**config.mk**
```make
export PLATFORM = sky130hd
export DESIGN_NAME = main_cpu_status_control_regs
export DESIGN_NICKNAME = d
export VERILOG_FILES = /design/src/logic/main_cpu_status_control_pkg.sv /design/src/logic/main_cpu_status_control_regs.sv
export VERILOG_INCLUDE_DIRS = /design/src /design/src/logic
export SDC_FILE = /design/constraint.sdc
export NUM_CORES = 2
export LEC_CHECK = 0
export ABC_AREA = 1
export BUFFER_PORTS_ARGS = -buffer_cell sky130_fd_sc_hd__buf_2
export CAP_MARGIN = 5
export CORE_ASPECT_RATIO = 0.75
export CORE_MARGIN = 4
export CORE_UTILIZATION = 50
export DETAILED_ROUTE_END_ITERATION = 6
export PLACE_DENSITY = 0.67
export SYNTH_ARGS = -nofsm -noshare
export SYNTH_HDL_FRONTEND = slang
export SYNTH_SLANG_ARGS = --single-unit
export TNS_END_PERCENT = 20
```
**constraint.sdc**
```tcl
create_clock -name clk -period 53.7 [get_ports clk]
set_clock_uncertainty 0.05 [all_clocks]
set_input_delay 5.37 -clock clk [delete_from_list [all_inputs] [get_ports clk]]
set_output_delay 5.37 -clock clk [all_outputs]
set_load 0.01 [all_outputs]
```
**src/logic/main_cpu_status_control_consts.svh**
```systemverilog
// Offsets, field positions and reset values of the core status bank
`ifndef MAIN_CPU_STATUS_CONTROL_CONSTS_SVH
`define MAIN_CPU_STATUS_CONTROL_CONSTS_SVH
`define OFS_FPU_STATUS_CONTROL 8'h08
`define OFS_PARALLEL_CORE_ERROR 8'h0a
`define OFS_BLOCK_MOVE_REQUEST 8'h0d
`define OFS_FAULT_BASE 8'h10
`define FAULT_REG_COUNT 5
`define OFS_ICACHE_AGE_ORDER 8'h38
`define OFS_DCACHE_AGE_ORDER 8'h39
`define OFS_ICACHE_TAG_BASE 8'h40
`define OFS_DCACHE_TAG_BASE 8'h50
`define FP_FLAGS_LSB 0
`define FP_MUL_OVF_BIT 5
`define FP_RM_LSB 6
`define FP_PD_LSB 8
`define FP_EXP_LSB 10
`define FP_OPCODE_LSB 12
`define FP_VM_BIT 17
`define FP_FS_BIT 18
`define FP_SM_BIT 19
`define FP_DRM_LSB 20
`define FP_STICKY_LSB 22
`define FP_DEST_LSB 27
`define PCE_FAULT_LSB 0
`define PCE_ILLEGAL_LSB 8
`define PCE_HALT_LSB 16
`define BMR_SUBMIT_BIT 0
`define BMR_QUEUED_BIT 1
`define BMR_SUSPEND_BIT 2
`define BMR_FOREGROUND_BIT 3
`define BMR_URGENT_BIT 4
`define AGE_ORDER_RESET 8'he4
`define TAG_ADDR_LSB 16
`define TAG_DIRTY_LSB 8
`define TAG_PRESENT_LSB 0
`define SET_INDEX_LSB 8
`define SUB_INDEX_LSB 5
`endif

```
**src/logic/main_cpu_status_control_pkg.sv**
```systemverilog
// Types shared by the core status and control bank
package main_cpu_status_control_pkg;
    typedef enum logic [1:0] {
        round_nearest, round_zero, round_pos_inf, round_neg_inf
    } round_mode_e;
    typedef enum logic [1:0] {
        fmt_single, fmt_double, fmt_signed_int, fmt_unsigned_int
    } result_format_e;
endpackage : main_cpu_status_control_pkg

```
**src/logic/main_cpu_status_control_regs.sv**
```systemverilog
// Status and control register bank of the main processor core
//
// Local design decision: the strobed register port.
`timescale 1ns/10ps
`include "main_cpu_status_control_consts.svh"
module main_cpu_status_control_regs
    import main_cpu_status_control_pkg::*;
#(
    parameter int ADDR_W = 8
) (
    input wire logic clk,
    input wire logic rst,
    input wire logic [ADDR_W-1:0] reg_addr,
    input wire logic [31:0] reg_wdata,
    input wire logic reg_write,
    input wire logic reg_read,
    output logic [31:0] reg_rdata,
    input wire logic fpu_done,
    input wire logic [4:0] fpu_dest,
    input wire logic [4:0] fpu_opcode,
    input wire logic [1:0] fpu_exp_hi,
    input wire logic [1:0] fpu_round,
    input wire logic [1:0] fpu_precision,
    input wire logic [5:0] fpu_flags,
    input wire logic [1:0] core_halted,
    input wire logic [1:0] core_illegal,
    input wire logic [1:0] core_fault_type,
    input wire logic block_move_done,
    output logic block_move_submit,
    output logic block_move_queued,
    output logic block_move_suspend,
    output logic block_move_foreground,
    output logic block_move_urgent,
    output round_mode_e fpu_round_mode,
    output result_format_e fpu_result_format,
    output logic fpu_sequential_select,
    output logic fpu_stall,
    output logic fpu_vector_fast,
    input wire logic fault_capture,
    input wire logic [31:0] fault_word [`FAULT_REG_COUNT],
    input wire logic [1:0] cache_fill,
    input wire logic [1:0] cache_access,
    input wire logic [1:0] cache_write,
    input wire logic [31:0] cache_addr [2]
);

    generate
        if (ADDR_W < 7) begin : gen_bad_width
            $error("ADDR_W too small for the register map");
        end
    endgenerate

    logic [4:0] fpu_ctrl_reg;
    logic [4:0] fpu_sticky_reg;
    logic [4:0] fpu_dest_reg;
    logic [16:0] fpu_last_reg;
    logic [31:0] fpu_status_word;
    logic [31:0] parallel_core_error_reg;
    logic [4:0] block_move_ctrl_reg;
    logic [31:0] fault_reg [`FAULT_REG_COUNT];
    logic [31:0] age_rd [2];
    logic [31:0] tag_rd [2];
    logic [7:0] wr_ofs;
    logic fpu_status_control_wr;
    logic bmr_wr;

    assign wr_ofs = 8'(reg_addr);
    assign fpu_status_control_wr = reg_write && (wr_ofs == `OFS_FPU_STATUS_CONTROL);
    assign bmr_wr = reg_write && (wr_ofs == `OFS_BLOCK_MOVE_REQUEST);

    // Status word as software sees it, each field owned by one process
    assign fpu_status_word = {fpu_dest_reg, fpu_sticky_reg, fpu_ctrl_reg,
                              fpu_last_reg};

    function automatic round_mode_e decode_round(input logic [1:0] code);
        round_mode_e r;
        r = round_nearest;
        unique case (code)
            2'h0: r = round_nearest;
            2'h1: r = round_zero;
            2'h2: r = round_pos_inf;
            2'h3: r = round_neg_inf;
        endcase
        return r;
    endfunction : decode_round

    function automatic result_format_e decode_format(input logic [1:0] code);
        result_format_e f;
        f = fmt_single;
        unique case (code)
            2'h0: f = fmt_single;
            2'h1: f = fmt_double;
            2'h2: f = fmt_signed_int;
            2'h3: f = fmt_unsigned_int;
        endcase
        return f;
    endfunction : decode_format

    // FPU control bits
    always_ff @(posedge clk or posedge rst) begin
        if (rst) begin
            fpu_ctrl_reg <= 5'h00;
        end else if (fpu_status_control_wr) begin
            fpu_ctrl_reg <= reg_wdata[21:17];
        end
    end

    // Sticky exception flags
    always_ff @(posedge clk or posedge rst) begin
        if (rst) begin
            fpu_sticky_reg <= 5'h00;
        end else begin
            fpu_sticky_reg <=
                (fpu_status_control_wr ? reg_wdata[26:22] : fpu_sticky_reg)
                | (fpu_done ? fpu_flags[4:0] : 5'h00);
        end
    end

    // Last-instruction status, never written by software
    always_ff @(posedge clk or posedge rst) begin
        if (rst) begin
            fpu_dest_reg <= 5'h00;
            fpu_last_reg <= 17'h00000;
        end else if (fpu_done) begin
            fpu_dest_reg <= fpu_dest;
            fpu_last_reg[16:12] <= fpu_opcode;
            fpu_last_reg[11:10] <= fpu_exp_hi;
            fpu_last_reg[9:8] <= fpu_precision;
            fpu_last_reg[7:6] <= fpu_round;
            fpu_last_reg[5:0] <= fpu_flags;
        end
    end

    // Decoded FPU modes
    always_ff @(posedge clk or posedge rst) begin
        if (rst) begin
            fpu_round_mode <= round_nearest;
            fpu_result_format <= fmt_single;
            fpu_sequential_select <= 1'b0;
            fpu_stall <= 1'b0;
            fpu_vector_fast <= 1'b0;
        end else begin
            if (fpu_status_control_wr) begin
                fpu_round_mode <= decode_round(reg_wdata[21:20]);
                fpu_sequential_select <= reg_wdata[`FP_SM_BIT];
                fpu_stall <= reg_wdata[`FP_FS_BIT];
                fpu_vector_fast <= reg_wdata[`FP_VM_BIT];
            end
            if (fpu_done) begin
                fpu_result_format <= decode_format(fpu_precision);
            end
        end
    end

    // Parallel-core error capture
    always_ff @(posedge clk or posedge rst) begin
        if (rst) begin
            parallel_core_error_reg <= 32'h00000000;
        end else begin
            // Halted, illegal and fault type per core
            parallel_core_error_reg <= 32'h00000000;
            parallel_core_error_reg[17:16] <= core_halted;
            parallel_core_error_reg[9:8] <= core_illegal;
            parallel_core_error_reg[1:0] <= core_fault_type;
        end
    end

    // Block-move request controls
    always_ff @(posedge clk or posedge rst) begin
        if (rst) begin
            block_move_ctrl_reg <= 5'h00;
            block_move_submit <= 1'b0;
        end else begin
            // Submit pulse on write of one
            block_move_submit <= bmr_wr && reg_wdata[`BMR_SUBMIT_BIT];
            if (bmr_wr) begin
                block_move_ctrl_reg <= reg_wdata[4:0];
            end
        end
    end

    always_ff @(posedge clk or posedge rst) begin
        if (rst) begin
            block_move_queued <= 1'b0;
        end else if (bmr_wr && reg_wdata[`BMR_SUBMIT_BIT]) begin
            block_move_queued <= 1'b1;
        end else if (block_move_done) begin
            block_move_queued <= 1'b0;
        end
    end

    assign block_move_suspend = block_move_ctrl_reg[`BMR_SUSPEND_BIT];
    assign block_move_foreground = block_move_ctrl_reg[`BMR_FOREGROUND_BIT];
    assign block_move_urgent = block_move_ctrl_reg[`BMR_URGENT_BIT];

    // Memory fault capture
    always_ff @(posedge clk or posedge rst) begin
        if (rst) begin
            for (int i = 0; i < `FAULT_REG_COUNT; i++) begin
                fault_reg[i] <= 32'h00000000;
            end
        end else if (fault_capture) begin
            for (int i = 0; i < `FAULT_REG_COUNT; i++) begin
                fault_reg[i] <= fault_word[i];
            end
        end
    end

    // One instance per cache: 0 instruction, 1 data
    // Separate age order per cache
    for (genvar c = 0; c < 2; c++) begin : gen_cache
        // Full tag kept apart from the flags so dirty bits cannot alias it
        logic [21:0] tag_addr_reg [16];
        logic [7:0] present_reg [16];
        logic [7:0] dirty_reg [16];
        logic dirty_set;
        logic [7:0] age_reg [4];
        logic [1:0] set_idx;
        logic [2:0] sub_idx;
        logic [21:0] tag_val;
        logic hit;
        logic [1:0] hit_blk;
        logic [1:0] use_blk;
        logic [3:0] ent;
        logic [7:0] age_new;
        logic [3:0] rd_idx;

        assign set_idx = cache_addr[c][9:8];
        assign sub_idx = cache_addr[c][7:5];
        assign tag_val = cache_addr[c][31:10];
        assign ent = {set_idx, use_blk};

        always_comb begin
            hit = 1'b0;
            hit_blk = 2'h0;
            for (int b = 0; b < 4; b++) begin
                if (tag_addr_reg[{set_idx, 2'(b)}] == tag_val &&
                    |present_reg[{set_idx, 2'(b)}]) begin
                    hit = 1'b1;
                    hit_blk = 2'(b);
                end
            end
            // Miss replaces the oldest block of the set
            use_blk = hit ? hit_blk : age_reg[set_idx][7:6];
        end

        // Move used block to newest, keep others in order
        always_comb begin
            logic found;
            found = 1'b0;
            age_new = age_reg[set_idx];
            age_new[1:0] = use_blk;
            for (int p = 0; p < 3; p++) begin
                if (age_reg[set_idx][2*p +: 2] == use_blk) begin
                    found = 1'b1;
                end
                if (!found) begin
                    age_new[2*p+2 +: 2] = age_reg[set_idx][2*p +: 2];
                end
            end
        end

        always_ff @(posedge clk or posedge rst) begin
            if (rst) begin
                for (int s = 0; s < 4; s++) begin
                    age_reg[s] <= `AGE_ORDER_RESET;
                end
            end else if (cache_fill[c] || (cache_access[c] && hit)) begin
                age_reg[set_idx] <= age_new;
            end
        end

        always_ff @(posedge clk or posedge rst) begin
            if (rst) begin
                for (int e = 0; e < 16; e++) begin
                    tag_addr_reg[e] <= 22'h000000;
                    present_reg[e] <= 8'h00;
                end
            end else if (cache_fill[c]) begin
                // A fill loads exactly one subblock
                if (hit) begin
                    present_reg[ent][sub_idx] <= 1'b1;
                end else begin
                    tag_addr_reg[ent] <= tag_val;
                    present_reg[ent] <= 8'h01 << sub_idx;
                end
            end
        end

        // Only the data cache marks written subblocks
        assign dirty_set = (c == 1) && cache_access[c] && cache_write[c] && hit;

        // Dirty flags; a replaced block starts clean
        always_ff @(posedge clk or posedge rst) begin
            if (rst) begin
                for (int e = 0; e < 16; e++) begin
                    dirty_reg[e] <= 8'h00;
                end
            end else if (cache_fill[c] && !hit) begin
                dirty_reg[ent] <= 8'h00;
            end else if (dirty_set) begin
                dirty_reg[ent][sub_idx] <= 1'b1;
            end
        end

        assign rd_idx = 4'(reg_addr);
        // Tag word shows address bits 31:16; matching uses the whole tag
        assign tag_rd[c] = {tag_addr_reg[rd_idx][21:6], dirty_reg[rd_idx],
                            present_reg[rd_idx]};
        assign age_rd[c] = {age_reg[3], age_reg[2], age_reg[1], age_reg[0]};
    end

    // Read port: data stand the cycle after the strobe
    always_ff @(posedge clk or posedge rst) begin
        if (rst) begin
            reg_rdata <= 32'h00000000;
        end else if (reg_read) begin
            reg_rdata <= 32'h00000000;
            if (wr_ofs == `OFS_FPU_STATUS_CONTROL) begin
                reg_rdata <= fpu_status_word;
            end else if (wr_ofs == `OFS_PARALLEL_CORE_ERROR) begin
                reg_rdata <= parallel_core_error_reg;
            end else if (wr_ofs == `OFS_BLOCK_MOVE_REQUEST) begin
                reg_rdata <= {27'h0000000, block_move_ctrl_reg[4:2],
                              block_move_queued, 1'b0};
            end else if (wr_ofs >= `OFS_FAULT_BASE &&
                         wr_ofs < `OFS_FAULT_BASE + 8'(`FAULT_REG_COUNT)) begin
                reg_rdata <= fault_reg[3'(wr_ofs - `OFS_FAULT_BASE)];
            end else if (wr_ofs == `OFS_ICACHE_AGE_ORDER) begin
                reg_rdata <= age_rd[0];
            end else if (wr_ofs == `OFS_DCACHE_AGE_ORDER) begin
                reg_rdata <= age_rd[1];
            end else if (wr_ofs[7:4] == `OFS_ICACHE_TAG_BASE >> 4) begin
                reg_rdata <= tag_rd[0];
            end else if (wr_ofs[7:4] == `OFS_DCACHE_TAG_BASE >> 4) begin
                reg_rdata <= tag_rd[1];
            end
        end
    end

endmodule : main_cpu_status_control_regs

```
==> out/results.ini <==
[die]
fp.dieW_um=463.6
core.rowCount=125
io_pins=349
fp.dieArea_um2=162100
initial_core_util=0.5027
fp.coreArea_um2=154800
dieHeight_um=349.7

[setup_path]
required_ps=54300
path_max_fanout=77
cp.arrival_ps=12610
r2r_cells=16
crit_path_end_kind=register
start_kind=primary input
critPathKind=primary input to register

[finish]
layout.nets=10380
largest_reg_flops=704
layout_common_cells=nand2_1, dfrtp_1, o21ai_0
fill_cells=14360
mostFrequentLayoutCell=nand2_1
drive_gt1_frac=0.09568
area_delta_synth_final_pct=9.776
instances_no_fill=12250

[clock_tree]
clockBufferDepth=3
cts_resized=0
clkLatencyLatePin_ps=830
clkSinkCount=1519
cts.root.buffer_cell=clkbuf_16
hold_buffers=0
cts_tree=built
cts_buffers=157
clk_pin_slew_ps=60
cts_setup_buffers=0
cts_max_level=4

[yosys]
ys_seq_elements=1519
synth_area_per_cell_um2=7.658
synth_edf_count=0
ys.flop_type=dfrtp_1
synthesis.area_um2=77840
synth_top_area_frac=0.4780
yosysWarnings=0
synthArstFlopShare=1.000
syn_nets=10470
ys_types=55
synth.area.top_cells=dfrtp_1, nand2_1, o21ai_0
synth_top_area_cell=dfrtp_1
synthCells=10160
ys_seq_area_frac=0.4888

[timing]
finalHoldViolations=0
finalCriticalPeriod_ps=12010
timing.fmax_mhz=83.25
worst_pin_slew_ps=1382
finalCritPeriodShare=0.2237
tns_ps=0
hold_slack_ps=417.7
rsz0062_at_grt=false
finalSetupViolations=0
slew_headroom=0.06891
slew_viol_final=0

[min_path]
hold_depth=2
min_path_type=register to register

[route]
drt-total-wl_mm=285.7
vias=73310
post-route-drc-count=4
viasPerCell=5.985
wl_per_cell_um=23.32
drtPass1Iterations=7
drt_iter0_drc=9987
drt.antenna.violating_nets=0

[power]
p_leak_nw=41.26
power_switching_mw=1.472
ir_worst_vdd_mv=0.03371
p_clk_frac=0.278
p_comb_frac=0.283
seqPwrFrac=0.439
netSwitchingFraction=0.3617
powerDensity_nw_per_um2=47.61
p_int_mw=2.597

[place]
port_buffers=319
hpwlAfterDp_mm=183.1
dp_cells=11940
routabilityCongestion=0.9727

[grt]
grt_overflow=0
grt_max_degree=173
first_global_vias=67260
grt_pass1_wl_mm=425.1
antenna_found_initial=29
grt_use_total=0.3435

[run_status]
run_status=finished, violations left
violations=DRC

[run]
cap_violations=0

-- power by group through the flow --
stage          Combinational [mW]  Sequential, mW  Clock, mW
2_1_floorplan               0.830            1.76          0
3_3_place_gp                 1.09            1.78          0
3_5_place_dp                 1.12            1.80          0
4_1_cts                      1.13            1.78       1.14
5_1_grt                      1.30            1.83       1.19
6_report                     1.15            1.79       1.13
-- stage by stage --
stage | area (µm²) | util | worst slack (ps) | power (mW)
3_3_place_gp | 80160 | 0.5177 | 41340 | 2.868
4_1_cts | 85410 | 0.5516 | 42110 | 4.045
2_1_floorplan | 77840 | - | 5482 | 2.587
3_5_place_dp | 80160 | 0.5177 | 41250 | 2.917
5_1_grt | 85440 | 0.5518 | 41470 | 4.321
6_report | 85450 | 0.5519 | 41690 | 4.069
-- cell usage after synthesis (all sizes together), types with 2 or more instances --
library cell,instances
o32ai,13
mux2,136
o21ai,1440
a21oi,631
a22o,16
a311o,2
dfrtp,1487
a31oi,34
clkbuf,422
a21boi,2
a22oi,45
nor4,2
nand2,3015
a221oi,24
nor3,15
o31ai,13
o21a,28
and2,3
clkinv,13
o22ai,107
o221ai,143
buf,264
a31o,6
nand4,22
nor2,767
o211ai,62
inv,929
nand3,412
dfstp,32
o2111ai,73
-- worst paths after layout --
path                       slack [ps]                                    endpoint                                 startpoint
setup reg to reg                48080  gen_cache[1].tag_addr_reg[155]$_DFFE_PP0P_  gen_cache[1].present_reg[100]$_DFFE_PP0P_
min in group asynchronous        4710      gen_cache[1].dirty_reg[64]$_DFFE_PP0P_                                        rst
hold / removal                    420                      age_rd[55]$_DFFE_PP1P_                     age_rd[55]$_DFFE_PP1P_
setup / recovery                41690    gen_cache[0].present_reg[15]$_DFFE_PP0P_                             cache_addr[40]
max in group asynchronous       44690  gen_cache[0].tag_addr_reg[272]$_DFFE_PP0P_                                        rst
hold reg to reg                   420                      age_rd[55]$_DFFE_PP1P_                     age_rd[55]$_DFFE_PP1P_
-- layout make-up --
| cell class | count | area, µm² | area share |
|---|---|---|---|
| inverters | 942 | 3573 | 0.04182 |
| clock buffers | 252 | 4781 | 0.05595 |
| diodes | 16 | 40.04 | 0.0004686 |
| multi-input cells | 7017 | 33440 | 0.3914 |
| flip-flops and latches | 1519 | 38050 | 0.4453 |
| repair buffers | 434 | 2546 | 0.02980 |
| well taps | 2032 | 2542 | 0.02975 |
| clock inverters | 37 | 471.7 | 0.005520 |
-- routing by layer --
metal  up-vias  global-route usage  wire, µm
met3       681              0.1141     39670
met1     35150              0.4974    118500
met2      4274              0.4776    116300
li1      33190                   -         -
met4        14              0.1270     11150
met5         -                   0        89
-- cell families after synthesis --
family                 share of synthesized area
AND/OR/NAND/NOR                           0.2171
multiplexers                             0.01967
flip-flops                                0.4888
buffers and inverters                    0.08352
AO/OA/AOI/OAI                             0.1909
-- worst max-delay path, stage by stage --
cell	delay [ps]
buf_6	450
buf_4	740
buf_4	770
nand2_2	190
buf_4	340
clkinv_2	250
o21ai_1	210
nand2_1	100
nor2_1	70
nor2_1	200
nand3_1	90
nor2_1	260
nor2_1	100
nor2_2	500
nand2_4	190
nor2_2	490
nand2_1	440
nor2_4	970
buf_4	560
o22ai_1	150
(Power assumes the default switching activity.)
